===== config.mk =====
export PLATFORM = sky130hd
export DESIGN_NAME = bsc_commutation
export DESIGN_NICKNAME = d
export VERILOG_FILES = /design/src/logic/bsc_pkg.sv /design/src/logic/bsc_commutation.sv
export VERILOG_INCLUDE_DIRS = /design/src /design/src/logic
export SDC_FILE = /design/constraint.sdc
export NUM_CORES = 2
export LEC_CHECK = 0
export BUFFER_PORTS_ARGS = -buffer_cell sky130_fd_sc_hd__buf_2
export CAP_MARGIN = 5
export CORE_MARGIN = 2
export CORE_UTILIZATION = 60
export DETAILED_ROUTE_END_ITERATION = 12
export GPL_TIMING_DRIVEN = 0
export PLACE_DENSITY = 0.89
export SLEW_MARGIN = 20
export SYNTH_ARGS = -nofsm -noshare
export SYNTH_HDL_FRONTEND = slang
export SYNTH_SLANG_ARGS = --single-unit

===== constraint.sdc =====
create_clock -name core_clk_i -period 11.4 [get_ports core_clk_i]
set_input_delay 0 -clock core_clk_i [delete_from_list [all_inputs] [get_ports core_clk_i]]
set_output_delay 0 -clock core_clk_i [all_outputs]
set_load 0.02 [all_outputs]

===== src/logic/bsc_defs.svh =====
`ifndef BSC_DEFS_SVH
`define BSC_DEFS_SVH

// ==========================================================
// register offsets
`define BSC_OFS_CTRL      8'h00
`define BSC_OFS_MASK_ANG  8'h01
`define BSC_OFS_COMM_ANG  8'h02
`define BSC_OFS_BASE_LIM  8'h03
`define BSC_OFS_STATE     8'h04
`define BSC_OFS_STATUS    8'h05
`define BSC_OFS_CMP_CFG   8'h06
`define BSC_OFS_K_RISE    8'h07
`define BSC_OFS_K_FALL    8'h08
`define BSC_OFS_BASE_TIME 8'h09
`define BSC_OFS_CAPTURE   8'h0A
`define BSC_OFS_BASE_CNT  8'h0B
`define BSC_OFS_PAT_BASE  8'h10

// ==========================================================
// field positions
`define BSC_CTRL_FORCE    0
`define BSC_CTRL_FLT_LO   1
`define BSC_CTRL_PSC_LO   3
`define BSC_CTRL_ADC      6
`define BSC_ST_WT         0
`define BSC_ST_ROVF       1
`define BSC_ST_BOVF       2
`define BSC_ST_PD         3
`define BSC_ST_MEND       4
`define BSC_CFG_DLY_LO    8
`define BSC_PAT_EPS_LO    8

// ==========================================================
// reset values and fixed counts
`define BSC_RST_CTRL      16'h0000
`define BSC_RST_LIMIT     16'hFFFF
`define BSC_ANGLE_SHIFT   7
`define BSC_K_SHIFT       7
`define BSC_HIST_DEPTH    8

`endif


===== src/logic/bsc_pkg.sv =====
package bsc_pkg;

    typedef enum logic [1:0] {
        PH_IDLE,
        PH_MASK,
        PH_SEARCH,
        PH_DELAY
    } bsc_phase_t;

    typedef logic [15:0] bsc_word_t;

endpackage

===== src/logic/bsc_commutation.sv =====
`timescale 1ns/100ps
`include "bsc_defs.svh"

module bsc_commutation (
    input  wire logic        core_clk_i,
    input  wire logic        rst_b_i,
    input  wire logic [7:0]  addr_i,
    input  wire logic [15:0] wr_data_i,
    input  wire logic        wr_en_i,
    input  wire logic        rd_en_i,
    output logic      [15:0] rd_data_o,
    input  wire logic [2:0]  cmp_i,
    input  wire logic        pwm_i,
    input  wire logic        adc_valid_i,
    input  wire logic [9:0]  adc_u_i,
    input  wire logic [9:0]  adc_v_i,
    input  wire logic [9:0]  adc_w_i,
    output logic      [5:0]  drive_ctl_o,
    output logic      [2:0]  edge_phase_o,
    output logic             comparator_monitor_pin_o,
    output logic             timer_status_pin_o
);

    // ======================================================
    // register file
    bsc_pkg::bsc_word_t ctrl_q;
    logic [6:0]         mask_angle_select_q;
    logic [6:0]         commutation_angle_select_q;
    bsc_pkg::bsc_word_t base_limit_q;
    logic [2:0]         commutation_state_q;
    logic [2:0]         commutation_state_d;
    logic [4:0]         status_q;
    logic [4:0]         status_set;
    bsc_pkg::bsc_word_t cmp_cfg_q;
    logic [7:0]         rising_coefficient_q;
    logic [7:0]         falling_coefficient_q;
    bsc_pkg::bsc_word_t state_drive_pattern_q [1:7];

    wire forced_commutation_enable = ctrl_q[`BSC_CTRL_FORCE];
    wire [1:0] base_time_filter_select = ctrl_q[`BSC_CTRL_FLT_LO +: 2];
    wire [2:0] psc_sel = ctrl_q[`BSC_CTRL_PSC_LO +: 3];
    wire adc_mode = ctrl_q[`BSC_CTRL_ADC];
    wire [1:0] sampling_window_select = cmp_cfg_q[1:0];
    wire [1:0] debug_output_select = cmp_cfg_q[3:2];
    wire [1:0] comparator_monitor_select = cmp_cfg_q[5:4];
    wire [7:0] sampling_delay_setting = cmp_cfg_q[`BSC_CFG_DLY_LO +: 8];

    wire wr_ctrl   = wr_en_i && addr_i == `BSC_OFS_CTRL;
    wire wr_mask   = wr_en_i && addr_i == `BSC_OFS_MASK_ANG;
    wire wr_comm   = wr_en_i && addr_i == `BSC_OFS_COMM_ANG;
    wire wr_lim    = wr_en_i && addr_i == `BSC_OFS_BASE_LIM;
    wire wr_state  = wr_en_i && addr_i == `BSC_OFS_STATE;
    wire wr_status = wr_en_i && addr_i == `BSC_OFS_STATUS;
    wire wr_cfg    = wr_en_i && addr_i == `BSC_OFS_CMP_CFG;
    wire wr_kr     = wr_en_i && addr_i == `BSC_OFS_K_RISE;
    wire wr_kf     = wr_en_i && addr_i == `BSC_OFS_K_FALL;
    wire [7:0] pat_idx = addr_i - `BSC_OFS_PAT_BASE;
    wire wr_pat    = wr_en_i && addr_i > `BSC_OFS_PAT_BASE
                     && addr_i < `BSC_OFS_PAT_BASE + 8'h08;

    // ======================================================
    // timer prescaler: tick every 2^psc_sel clocks
    logic [6:0] psc_cnt_q;
    wire  [6:0] psc_mask = 7'(~(7'h7F << psc_sel));
    wire        tick = (psc_cnt_q & psc_mask) == psc_mask;

    always_ff @(posedge core_clk_i or negedge rst_b_i) begin
        if (!rst_b_i) begin
            psc_cnt_q <= 7'h00;
        end else begin
            psc_cnt_q <= psc_cnt_q + 7'h01;
        end
    end

    // ======================================================
    // comparator synchroniser and stability filter
    logic [2:0] cmp_s1_q;
    logic [2:0] cmp_s2_q;
    logic [2:0] cmp_s3_q;
    logic [2:0] cmp_filt_q;
    logic [2:0] cmp_lvl_q;
    logic [2:0] cmp_lvl_prev_q;
    wire  [2:0] cmp_agree = ~(cmp_s2_q ^ cmp_s3_q);
    wire  [2:0] cmp_filt_d = (cmp_agree & cmp_s3_q) | (~cmp_agree & cmp_filt_q);

    // pwm comes from logic on this clock, so no synchroniser
    logic       pwm_prev_q;
    logic [7:0] dly_cnt_q;
    // windows 1 to 3 stay shut in the cycle of a pwm edge, before the counter restarts; window 0 stays open
    wire        delay_ok = pwm_i == pwm_prev_q && dly_cnt_q >= sampling_delay_setting;
    wire        sample_win;

    assign sample_win =
        (sampling_window_select == 2'h0) ? 1'b1 :
        (sampling_window_select == 2'h1) ? (!pwm_i && delay_ok) :
        (sampling_window_select == 2'h2) ? (pwm_i && delay_ok) :
        delay_ok;

    bsc_pkg::bsc_phase_t phase_q;
    wire masking = phase_q == bsc_pkg::PH_MASK;

    always_ff @(posedge core_clk_i or negedge rst_b_i) begin
        if (!rst_b_i) begin
            cmp_s1_q       <= 3'h0;
            cmp_s2_q       <= 3'h0;
            cmp_s3_q       <= 3'h0;
            cmp_filt_q     <= 3'h0;
            cmp_lvl_q      <= 3'h0;
            cmp_lvl_prev_q <= 3'h0;
            pwm_prev_q     <= 1'b0;
            dly_cnt_q      <= 8'h00;
        end else begin
            cmp_s1_q       <= cmp_i;
            cmp_s2_q       <= cmp_s1_q;
            cmp_s3_q       <= cmp_s2_q;
            cmp_filt_q     <= cmp_filt_d;
            pwm_prev_q     <= pwm_i;
            cmp_lvl_prev_q <= cmp_lvl_q;
            if (pwm_i != pwm_prev_q) begin
                dly_cnt_q <= 8'h00;
            end else if (dly_cnt_q != 8'hFF) begin
                dly_cnt_q <= dly_cnt_q + 8'h01;
            end
            if (sample_win && !masking) begin
                cmp_lvl_q <= cmp_filt_q;
            end
        end
    end

    // ======================================================
    // crossing detection, comparator and adc paths
    logic [2:0] eps_q;
    wire  [2:0] rise = cmp_lvl_q & ~cmp_lvl_prev_q;
    wire  [2:0] fall = ~cmp_lvl_q & cmp_lvl_prev_q;
    // bit 0 = U, bit 1 = V, bit 2 = W
    wire cmp_edge =
        (eps_q == 3'h1) ? rise[0] : (eps_q == 3'h2) ? fall[2] :
        (eps_q == 3'h3) ? rise[1] : (eps_q == 3'h4) ? fall[0] :
        (eps_q == 3'h5) ? rise[2] : (eps_q == 3'h6) ? fall[1] :
        (eps_q == 3'h7) ? |(rise | fall) : 1'b0;

    wire [9:0] adc_a =
        (eps_q == 3'h2 || eps_q == 3'h3) ? adc_u_i :
        (eps_q == 3'h4 || eps_q == 3'h5) ? adc_v_i : adc_w_i;
    wire [9:0] adc_b =
        (eps_q == 3'h1 || eps_q == 3'h4) ? adc_u_i :
        (eps_q == 3'h3 || eps_q == 3'h6) ? adc_v_i : adc_w_i;
    wire [7:0] adc_k = eps_q[0] ? rising_coefficient_q : falling_coefficient_q;
    wire [17:0] ka = adc_k * adc_a;
    wire signed [18:0] adc_res =
        $signed({1'b0, 18'(ka >> `BSC_K_SHIFT)}) - $signed({9'h000, adc_b});
    logic adc_sign_q;
    logic adc_have_q;
    wire  adc_sample = adc_valid_i && eps_q != 3'h0 && eps_q != 3'h7;
    wire  adc_edge = adc_sample && adc_have_q && adc_res[18] != adc_sign_q;
    wire  zc_raw = adc_mode ? adc_edge : cmp_edge;

    // ======================================================
    // base and reload counters, commutation sequencing
    bsc_pkg::bsc_word_t base_counter_q;
    bsc_pkg::bsc_word_t reload_counter_q;
    bsc_pkg::bsc_word_t reload_limit_q;
    bsc_pkg::bsc_word_t sixty_degree_capture_q;
    bsc_pkg::bsc_word_t sixty_degree_base_time_q;
    bsc_pkg::bsc_word_t hist_q [0:`BSC_HIST_DEPTH-1];
    logic               reload_run_enable_q;
    logic               zc_seen_q;
    logic               bovf_done_q;
    logic               cap_pend_q;

    wire reload_ovf = tick && reload_run_enable_q
                      && reload_counter_q == reload_limit_q;
    wire base_over = base_counter_q > base_limit_q;
    wire zc_take = zc_raw && phase_q == bsc_pkg::PH_SEARCH;
    // an overflow already flagged while unforced must not block a later forced step
    wire force_comm = tick && base_over && forced_commutation_enable
                      && !zc_seen_q;
    wire bovf_free = base_over && !forced_commutation_enable && !bovf_done_q;
    wire comm = force_comm
                || (phase_q == bsc_pkg::PH_DELAY && reload_ovf);
    wire mask_end = masking && reload_ovf;

    wire [22:0] mask_prod = sixty_degree_base_time_q * mask_angle_select_q;
    wire [22:0] comm_prod = sixty_degree_base_time_q * commutation_angle_select_q;
    wire [15:0] mask_time = 16'(mask_prod >> `BSC_ANGLE_SHIFT);
    wire [15:0] comm_time = 16'(comm_prod >> `BSC_ANGLE_SHIFT);

    logic [18:0] flt_acc;
    always_comb begin
        flt_acc = 19'h00000;
        for (int i = 0; i < `BSC_HIST_DEPTH; i++) begin
            if (i < (1 << base_time_filter_select)) begin
                flt_acc = flt_acc + 19'(hist_q[i]);
            end
        end
    end

    always_ff @(posedge core_clk_i or negedge rst_b_i) begin
        if (!rst_b_i) begin
            base_counter_q <= 16'h0000;
        end else if (comm) begin
            base_counter_q <= 16'h0000;
        end else if (tick && base_counter_q != 16'hFFFF) begin
            base_counter_q <= base_counter_q + 16'h0001;
        end
    end

    always_ff @(posedge core_clk_i or negedge rst_b_i) begin
        if (!rst_b_i) begin
            reload_counter_q    <= 16'h0000;
            reload_run_enable_q <= 1'b0;
            reload_limit_q      <= 16'h0000;
        end else if (comm) begin
            reload_counter_q    <= 16'h0000;
            reload_run_enable_q <= 1'b1;
            reload_limit_q      <= mask_time;
        end else if (zc_take) begin
            reload_counter_q    <= 16'h0000;
            reload_run_enable_q <= 1'b1;
            reload_limit_q      <= comm_time;
        end else if (reload_ovf) begin
            reload_counter_q    <= 16'h0000;
            reload_run_enable_q <= 1'b0;
        end else if (tick && reload_run_enable_q) begin
            reload_counter_q    <= reload_counter_q + 16'h0001;
        end
    end

    always_ff @(posedge core_clk_i or negedge rst_b_i) begin
        if (!rst_b_i) begin
            phase_q     <= bsc_pkg::PH_IDLE;
            zc_seen_q   <= 1'b0;
            bovf_done_q <= 1'b0;
            adc_sign_q  <= 1'b0;
            adc_have_q  <= 1'b0;
        end else begin
            if (adc_sample) begin
                adc_sign_q <= adc_res[18];
                adc_have_q <= 1'b1;
            end
            if (comm) begin
                phase_q     <= bsc_pkg::PH_MASK;
                zc_seen_q   <= 1'b0;
                bovf_done_q <= 1'b0;
            end else begin
                if (force_comm || bovf_free) begin
                    bovf_done_q <= 1'b1;
                end
                if (mask_end) begin
                    phase_q <= bsc_pkg::PH_SEARCH;
                end else if (zc_take) begin
                    phase_q   <= bsc_pkg::PH_DELAY;
                    zc_seen_q <= 1'b1;
                end
            end
        end
    end

    // capture now, filtered base time one cycle later
    always_ff @(posedge core_clk_i or negedge rst_b_i) begin
        if (!rst_b_i) begin
            sixty_degree_capture_q   <= 16'h0000;
            sixty_degree_base_time_q <= 16'h0000;
            cap_pend_q               <= 1'b0;
            for (int i = 0; i < `BSC_HIST_DEPTH; i++) begin
                hist_q[i] <= 16'h0000;
            end
        end else begin
            cap_pend_q <= comm;
            if (comm) begin
                sixty_degree_capture_q <= base_counter_q;
                hist_q[0]              <= base_counter_q;
                for (int i = 1; i < `BSC_HIST_DEPTH; i++) begin
                    hist_q[i] <= hist_q[i-1];
                end
            end
            if (cap_pend_q) begin
                sixty_degree_base_time_q <= 16'(flt_acc >> base_time_filter_select);
            end
        end
    end

    // ======================================================
    // state machine, drive pattern transfer, flags
    assign commutation_state_d =
        (commutation_state_q == 3'h6) ? 3'h1 :
        (commutation_state_q != 3'h0 && commutation_state_q != 3'h7)
            ? commutation_state_q + 3'h1 : commutation_state_q;

    wire [2:0] next_state = wr_state ? wr_data_i[2:0]
                          : comm ? commutation_state_d : commutation_state_q;
    wire [15:0] next_pat = (next_state == 3'h0) ? 16'h0000
                         : state_drive_pattern_q[next_state];

    assign status_set = {mask_end,
                         zc_take,
                         force_comm || bovf_free,
                         comm || reload_ovf,
                         comm};

    always_ff @(posedge core_clk_i or negedge rst_b_i) begin
        if (!rst_b_i) begin
            commutation_state_q <= 3'h0;
            drive_ctl_o         <= 6'h00;
            eps_q               <= 3'h0;
            status_q            <= 5'h00;
        end else begin
            commutation_state_q <= next_state;
            if (comm || wr_state) begin
                drive_ctl_o <= next_pat[5:0];
                eps_q       <= next_pat[`BSC_PAT_EPS_LO +: 3];
            end
            // a new event beats a write-one-to-clear in the same cycle
            status_q <= (status_q & ~(wr_status ? wr_data_i[4:0] : 5'h00))
                        | status_set;
        end
    end
    assign edge_phase_o = eps_q;

    // ======================================================
    // software writes and read-back
    always_ff @(posedge core_clk_i or negedge rst_b_i) begin
        if (!rst_b_i) begin
            ctrl_q                     <= `BSC_RST_CTRL;
            mask_angle_select_q        <= 7'h00;
            commutation_angle_select_q <= 7'h00;
            base_limit_q               <= `BSC_RST_LIMIT;
            cmp_cfg_q                  <= 16'h0000;
            rising_coefficient_q       <= 8'h00;
            falling_coefficient_q      <= 8'h00;
            for (int i = 1; i < 8; i++) begin
                state_drive_pattern_q[i] <= 16'h0000;
            end
        end else begin
            if (wr_ctrl) ctrl_q <= wr_data_i;
            if (wr_mask) mask_angle_select_q <= wr_data_i[6:0];
            if (wr_comm) commutation_angle_select_q <= wr_data_i[6:0];
            if (wr_lim) base_limit_q <= wr_data_i;
            if (wr_cfg) cmp_cfg_q <= wr_data_i;
            if (wr_kr) rising_coefficient_q <= wr_data_i[7:0];
            if (wr_kf) falling_coefficient_q <= wr_data_i[7:0];
            if (wr_pat) state_drive_pattern_q[pat_idx[2:0]] <= wr_data_i;
        end
    end

    wire [15:0] rd_mux =
        (addr_i == `BSC_OFS_CTRL)      ? ctrl_q :
        (addr_i == `BSC_OFS_MASK_ANG)  ? {9'h000, mask_angle_select_q} :
        (addr_i == `BSC_OFS_COMM_ANG)  ? {9'h000, commutation_angle_select_q} :
        (addr_i == `BSC_OFS_BASE_LIM)  ? base_limit_q :
        (addr_i == `BSC_OFS_STATE)     ? {13'h0000, commutation_state_q} :
        (addr_i == `BSC_OFS_STATUS)    ? {11'h000, status_q} :
        (addr_i == `BSC_OFS_CMP_CFG)   ? cmp_cfg_q :
        (addr_i == `BSC_OFS_K_RISE)    ? {8'h00, rising_coefficient_q} :
        (addr_i == `BSC_OFS_K_FALL)    ? {8'h00, falling_coefficient_q} :
        (addr_i == `BSC_OFS_BASE_TIME) ? sixty_degree_base_time_q :
        (addr_i == `BSC_OFS_CAPTURE)   ? sixty_degree_capture_q :
        (addr_i == `BSC_OFS_BASE_CNT)  ? base_counter_q :
        (wr_pat || (rd_en_i && addr_i > `BSC_OFS_PAT_BASE
                    && addr_i < `BSC_OFS_PAT_BASE + 8'h08))
            ? state_drive_pattern_q[pat_idx[2:0]] : 16'h0000;

    always_ff @(posedge core_clk_i or negedge rst_b_i) begin
        if (!rst_b_i) begin
            rd_data_o                <= 16'h0000;
            comparator_monitor_pin_o <= 1'b0;
            timer_status_pin_o       <= 1'b0;
        end else begin
            rd_data_o <= rd_en_i ? rd_mux : 16'h0000;
            comparator_monitor_pin_o <=
                (comparator_monitor_select == 2'h1) ? cmp_filt_q[1] :
                (comparator_monitor_select == 2'h2) ? cmp_filt_q[2] : cmp_filt_q[0];
            // other debug selections show whether the reload timer runs
            timer_status_pin_o <= (debug_output_select == 2'h3)
                ? sample_win : reload_run_enable_q;
        end
    end
endmodule


==> Flow_metrics.wiki <==
{| class="wikitable"
! Metric !! Value
|-
| Result of the run || finished with violations
|-
| Violated checks || negative hold slack
|-
| Detailed placer's ending HPWL || 83000 um
|-
| Biggest area contributors in the synthesized netlist || sky130_fd_sc_hd__dfrtp_1, sky130_fd_sc_hd__fa_1, sky130_fd_sc_hd__ha_1
|-
| Vias in the first global route || 32823
|-
| Synth area leader || sky130_fd_sc_hd__dfrtp_1
|-
| Post-detailed-route DRC marker count || 0
|-
| Total nets after synthesis || 4511
|-
| Number of enable-type register cells in the synthesized netlist || 0
|-
| Fraction of the yosys area taken by sequential cells || 31.1%
|-
| Setup crit start kind || register
|-
| Global-route wire length before repair || ~180000 um
|-
| Pins over their slew limit || 0
|-
| Die area || 63700 um2
|-
| Count of endpoints failing hold in the final timing report || 8
|-
| Power per Cell Area || a little over 100 nW/um2
|-
| Number of routed nets with antenna violations || 0
|-
| Most frequent CP cell || sky130_fd_sc_hd__a21oi_1
|-
| Number of placement rows || 91
|-
| Critical Path RT || 11.92 ns
|-
| Cell area after synthesis || about 37000 um2
|-
| Class of the worst hold path || input pin to async pin
|-
| Detailed-route via count || 32493
|-
| Max transition margin || 27.6%
|-
| Count of input and output buffers || 80
|-
| CP Buf/Inv Count || 8
|-
| Boundary Pins || 90
|-
| Worst skew pair latency || 0.65 ns
|-
| Average vias per placed instance || 6.52
|-
| Gp weighted congestion || 1.00
|-
| Final critical path time including I/O delays and setup || 10.90 ns
|-
| Fmax || about 0.092 GHz
|-
| Endpoint arrival time on the critical path || 11.42 ns
|-
| Type of the setup path with the least slack || register to register
|-
| Origin of the critical flop-to-flop path || ctrl_q[2]
|-
| Path depth of the worst reg2reg path || 45
|-
| Final period util || 95.6%
|-
| Kind of capture point of the worst setup path || register
|-
| FF-to-FF setup slack || ~0.50 ns
|-
| Overall routing resource usage || 35.9%
|-
| Largest fanout on the critical path || 10
|-
| Die extent in x || 252 um
|-
| Wire per inst || 22.9 um
|-
| Worst hold margin || -0.0425 ns
|-
| CP top delay family || compound AO/OA/AOI/OAI gates
|-
| Largest net degree at the start of global routing || 100
|-
| Starting Density || 60.3%
|-
| Avg Cell Area, Syn || approximately 9 um2
|-
| Sink Count || 459
|-
| Share of flip-flops with an asynchronous set or reset after synthesis || 100%
|-
| Final global-route overflow total || 0
|-
| Starting DRT DRC Count || 4412
|-
| Clock edge transition at the registers on the reported setup and hold paths || 0.07 ns
|-
| Detailed Routing Iterations Pass 1 || 9
|-
| Most frequently used flop master after synthesis || sky130_fd_sc_hd__dfrtp_1
|-
| Setup_tns || 0 ns
|-
| Yosys warns || 0
|-
| Number of different library cells in the post-synthesis netlist || 89
|-
| Static power due to leakage || 20.9 nW
|-
| RSZ-0062 raised after global routing || false
|-
| Post-synth top area share || 29.9%
|-
| Fin nets || 4671
|-
| Clock tree from TritonCTS || built
|-
| Cell at the slowest stage of the critical path || sky130_fd_sc_hd__buf_1
|-
| Cell chosen for the clock root || sky130_fd_sc_hd__clkbuf_16
|-
| Number of flip-flops and latches in the synthesized netlist || between 400 and 500
|-
| Synthesized instance count || 3991
|-
| Post-route core utilization || 66.2%
|-
| Number of buffers inserted during clock tree synthesis || 51
|-
| Peak supply drop || 0.124 mV
|-
| Final wirelength || 114000 um
|-
| Layout-stage area growth over the synthesis result || 9.69%
|-
| Setup fix buffers added after clock tree synthesis || 0
|-
| Max-Cap Viols || 0
|-
| Final Setup Violations || 0
|-
| Number of antenna repair diodes || 0
|-
| Slew @ Worst Pin || 1.08 ns
|-
| Fraction of layout instances using a drive strength above 1 || 12.6%
|-
| Y dimension of the die || 252 um
|-
| Maximum clock insertion buffer count || 3
|-
| CP peak stage delay || between 0.5 and 0.6 ns
|-
| Htree depth || 2
|-
| End of the worst register-to-register path || sixty_degree_base_time_q[15]
|-
| Core box area || 61400 um2
|-
| Post-route clock skew || 0.0351 ns
|-
| Initial antenna violation count || 2
|}
state kept, by name (all words and copies together) (netlist names), 16 cells and up, named ones only:
name,count
hist_q,128
cmp_cfg_q,16
ctrl_q,16
sixty_degree_base_time_q,16
base_limit_q,16
reload_counter_q,16
state_drive_pattern_q,112
rd_data_o,16
reload_limit_q,16
base_counter_q,16
worst max-delay path by stage:
stage                     cells past startpoint        start                            to  slack (ns)
after floorplan                              51  hist_q[112]  sixty_degree_base_time_q[15]        2.56
final                                        45    ctrl_q[2]  sixty_degree_base_time_q[15]        0.50
after CTS                                    51  hist_q[112]  sixty_degree_base_time_q[15]        0.79
after global placement                       48  hist_q[112]  sixty_degree_base_time_q[15]         1.0
after global routing                         48    ctrl_q[1]  sixty_degree_base_time_q[15]       0.002
after detailed placement                     48  hist_q[112]  sixty_degree_base_time_q[15]        0.94
layout make-up:
cell class	instances	area, um2
Clock inverter	36	452
Inverter	290	1090
Clock buffer	59	1360
Fill cell	4583	20800
Buffer	201	816
Timing Repair Buffer	107	751
Tap cell	790	988
Multi-Input combinational cell	3041	23700
Sequential cell	459	11500
logic make-up after synthesis:
family | Yosys count | synth area share, %
multiplexers | 337 | 10.9
XOR/XNOR | 185 | 4.49
adder cells (fa/ha/maj) | 463 | 19.4
buffers and inverters | 491 | 5.14
AND/OR/NAND/NOR | 1316 | 15.9
AO/OA/AOI/OAI | 740 | 13.1
flip-flops | 459 | 31.1
stage by stage:
| step | total power (W) | instances | setup WS, ns | area [um2] | hold slack [ns] |
|---|---|---|---|---|---|
| 6_report | 0.00408 | 4983 | 0.497 | 40600 | -0.0425 |
| 2_1_floorplan | 0.00209 | 3991 | 2.56 | 37000 | -0.296 |
| 5_1_grt | 0.00420 | 4983 | 0.00246 | 40600 | 0.0136 |
| 3_3_place_gp | 0.00225 | 4861 | 0.995 | 38400 | 0.110 |
| 4_1_cts | 0.00405 | 4983 | 0.788 | 40600 | 0.0157 |
| 3_5_place_dp | 0.00228 | 4865 | 0.936 | 38600 | 0.0702 |
worst register-to-register path, delay by kind of cell, from the launching register on:
family,cells,cell delay [ns]
AND/OR/NAND/NOR,3,0.32
flip-flops,1,0.48
multiplexers,1,0.18
XOR/XNOR,4,0.63
AO/OA/AOI/OAI,22,4.45
adder cells (fa/ha/maj),7,2.41
buffers and inverters,8,2.32
power breakdown:
| group | internal, W | switching, W | total [W] |
|---|---|---|---|
| Sequential | 0.00170 | 0.0000872 | 0.00179 |
| Clock | 0.00101 | 0.000785 | 0.00180 |
| Combinational | 0.000194 | 0.000308 | 0.000502 |
| Total | 0.00290 | 0.00118 | 0.00408 |
routing by layer:
layer | part of all wire (%) | GRT usage, % | vias up
met5 | 0 | 0 | -
li1 | - | - | 13942
met2 | 45 | 56.7 | 2165
met3 | 11 | 8.95 | 584
met4 | 6.0 | 18.6 | 0
met1 | 37 | 46.0 | 15802
timing repair:
action	4_1_cts	5_1_grt
endpoints found under the hold margin	326	0
hold buffers	23	0
setup endpoints to repair	0	1
gates resized for setup	0	5
cell usage after synthesis (all sizes together) (31+ instances only):
master / count
a21o: 93
mux2i: 64
dfrtp: 443
a21oi: 186
nor3: 31
nor2b: 52
nand3: 38
mux2: 246
o21ai: 172
xor2: 89
and2: 97
a22oi: 37
xnor2: 95
o21a: 39
fa: 189
clkbuf: 171
nor2: 185
and3: 40
nand2b: 37
nand2: 753
ha: 268
inv: 290
cells in the final DEF, fill, tap and decap left out, drive strengths merged, types with 38 or more instances in the layout:
cell type  count
a21o          93
nand2        753
inv          296
xnor2         95
dfrtp        443
mux2i         64
and2          97
mux2         246
o21ai        172
ha           268
nor2         185
a21oi        186
and3          40
xor2          89
clkbuf       230
nand3         38
o21a          39
nor2b         52
fa           189
buf          114
(Power assumes the default switching activity.)
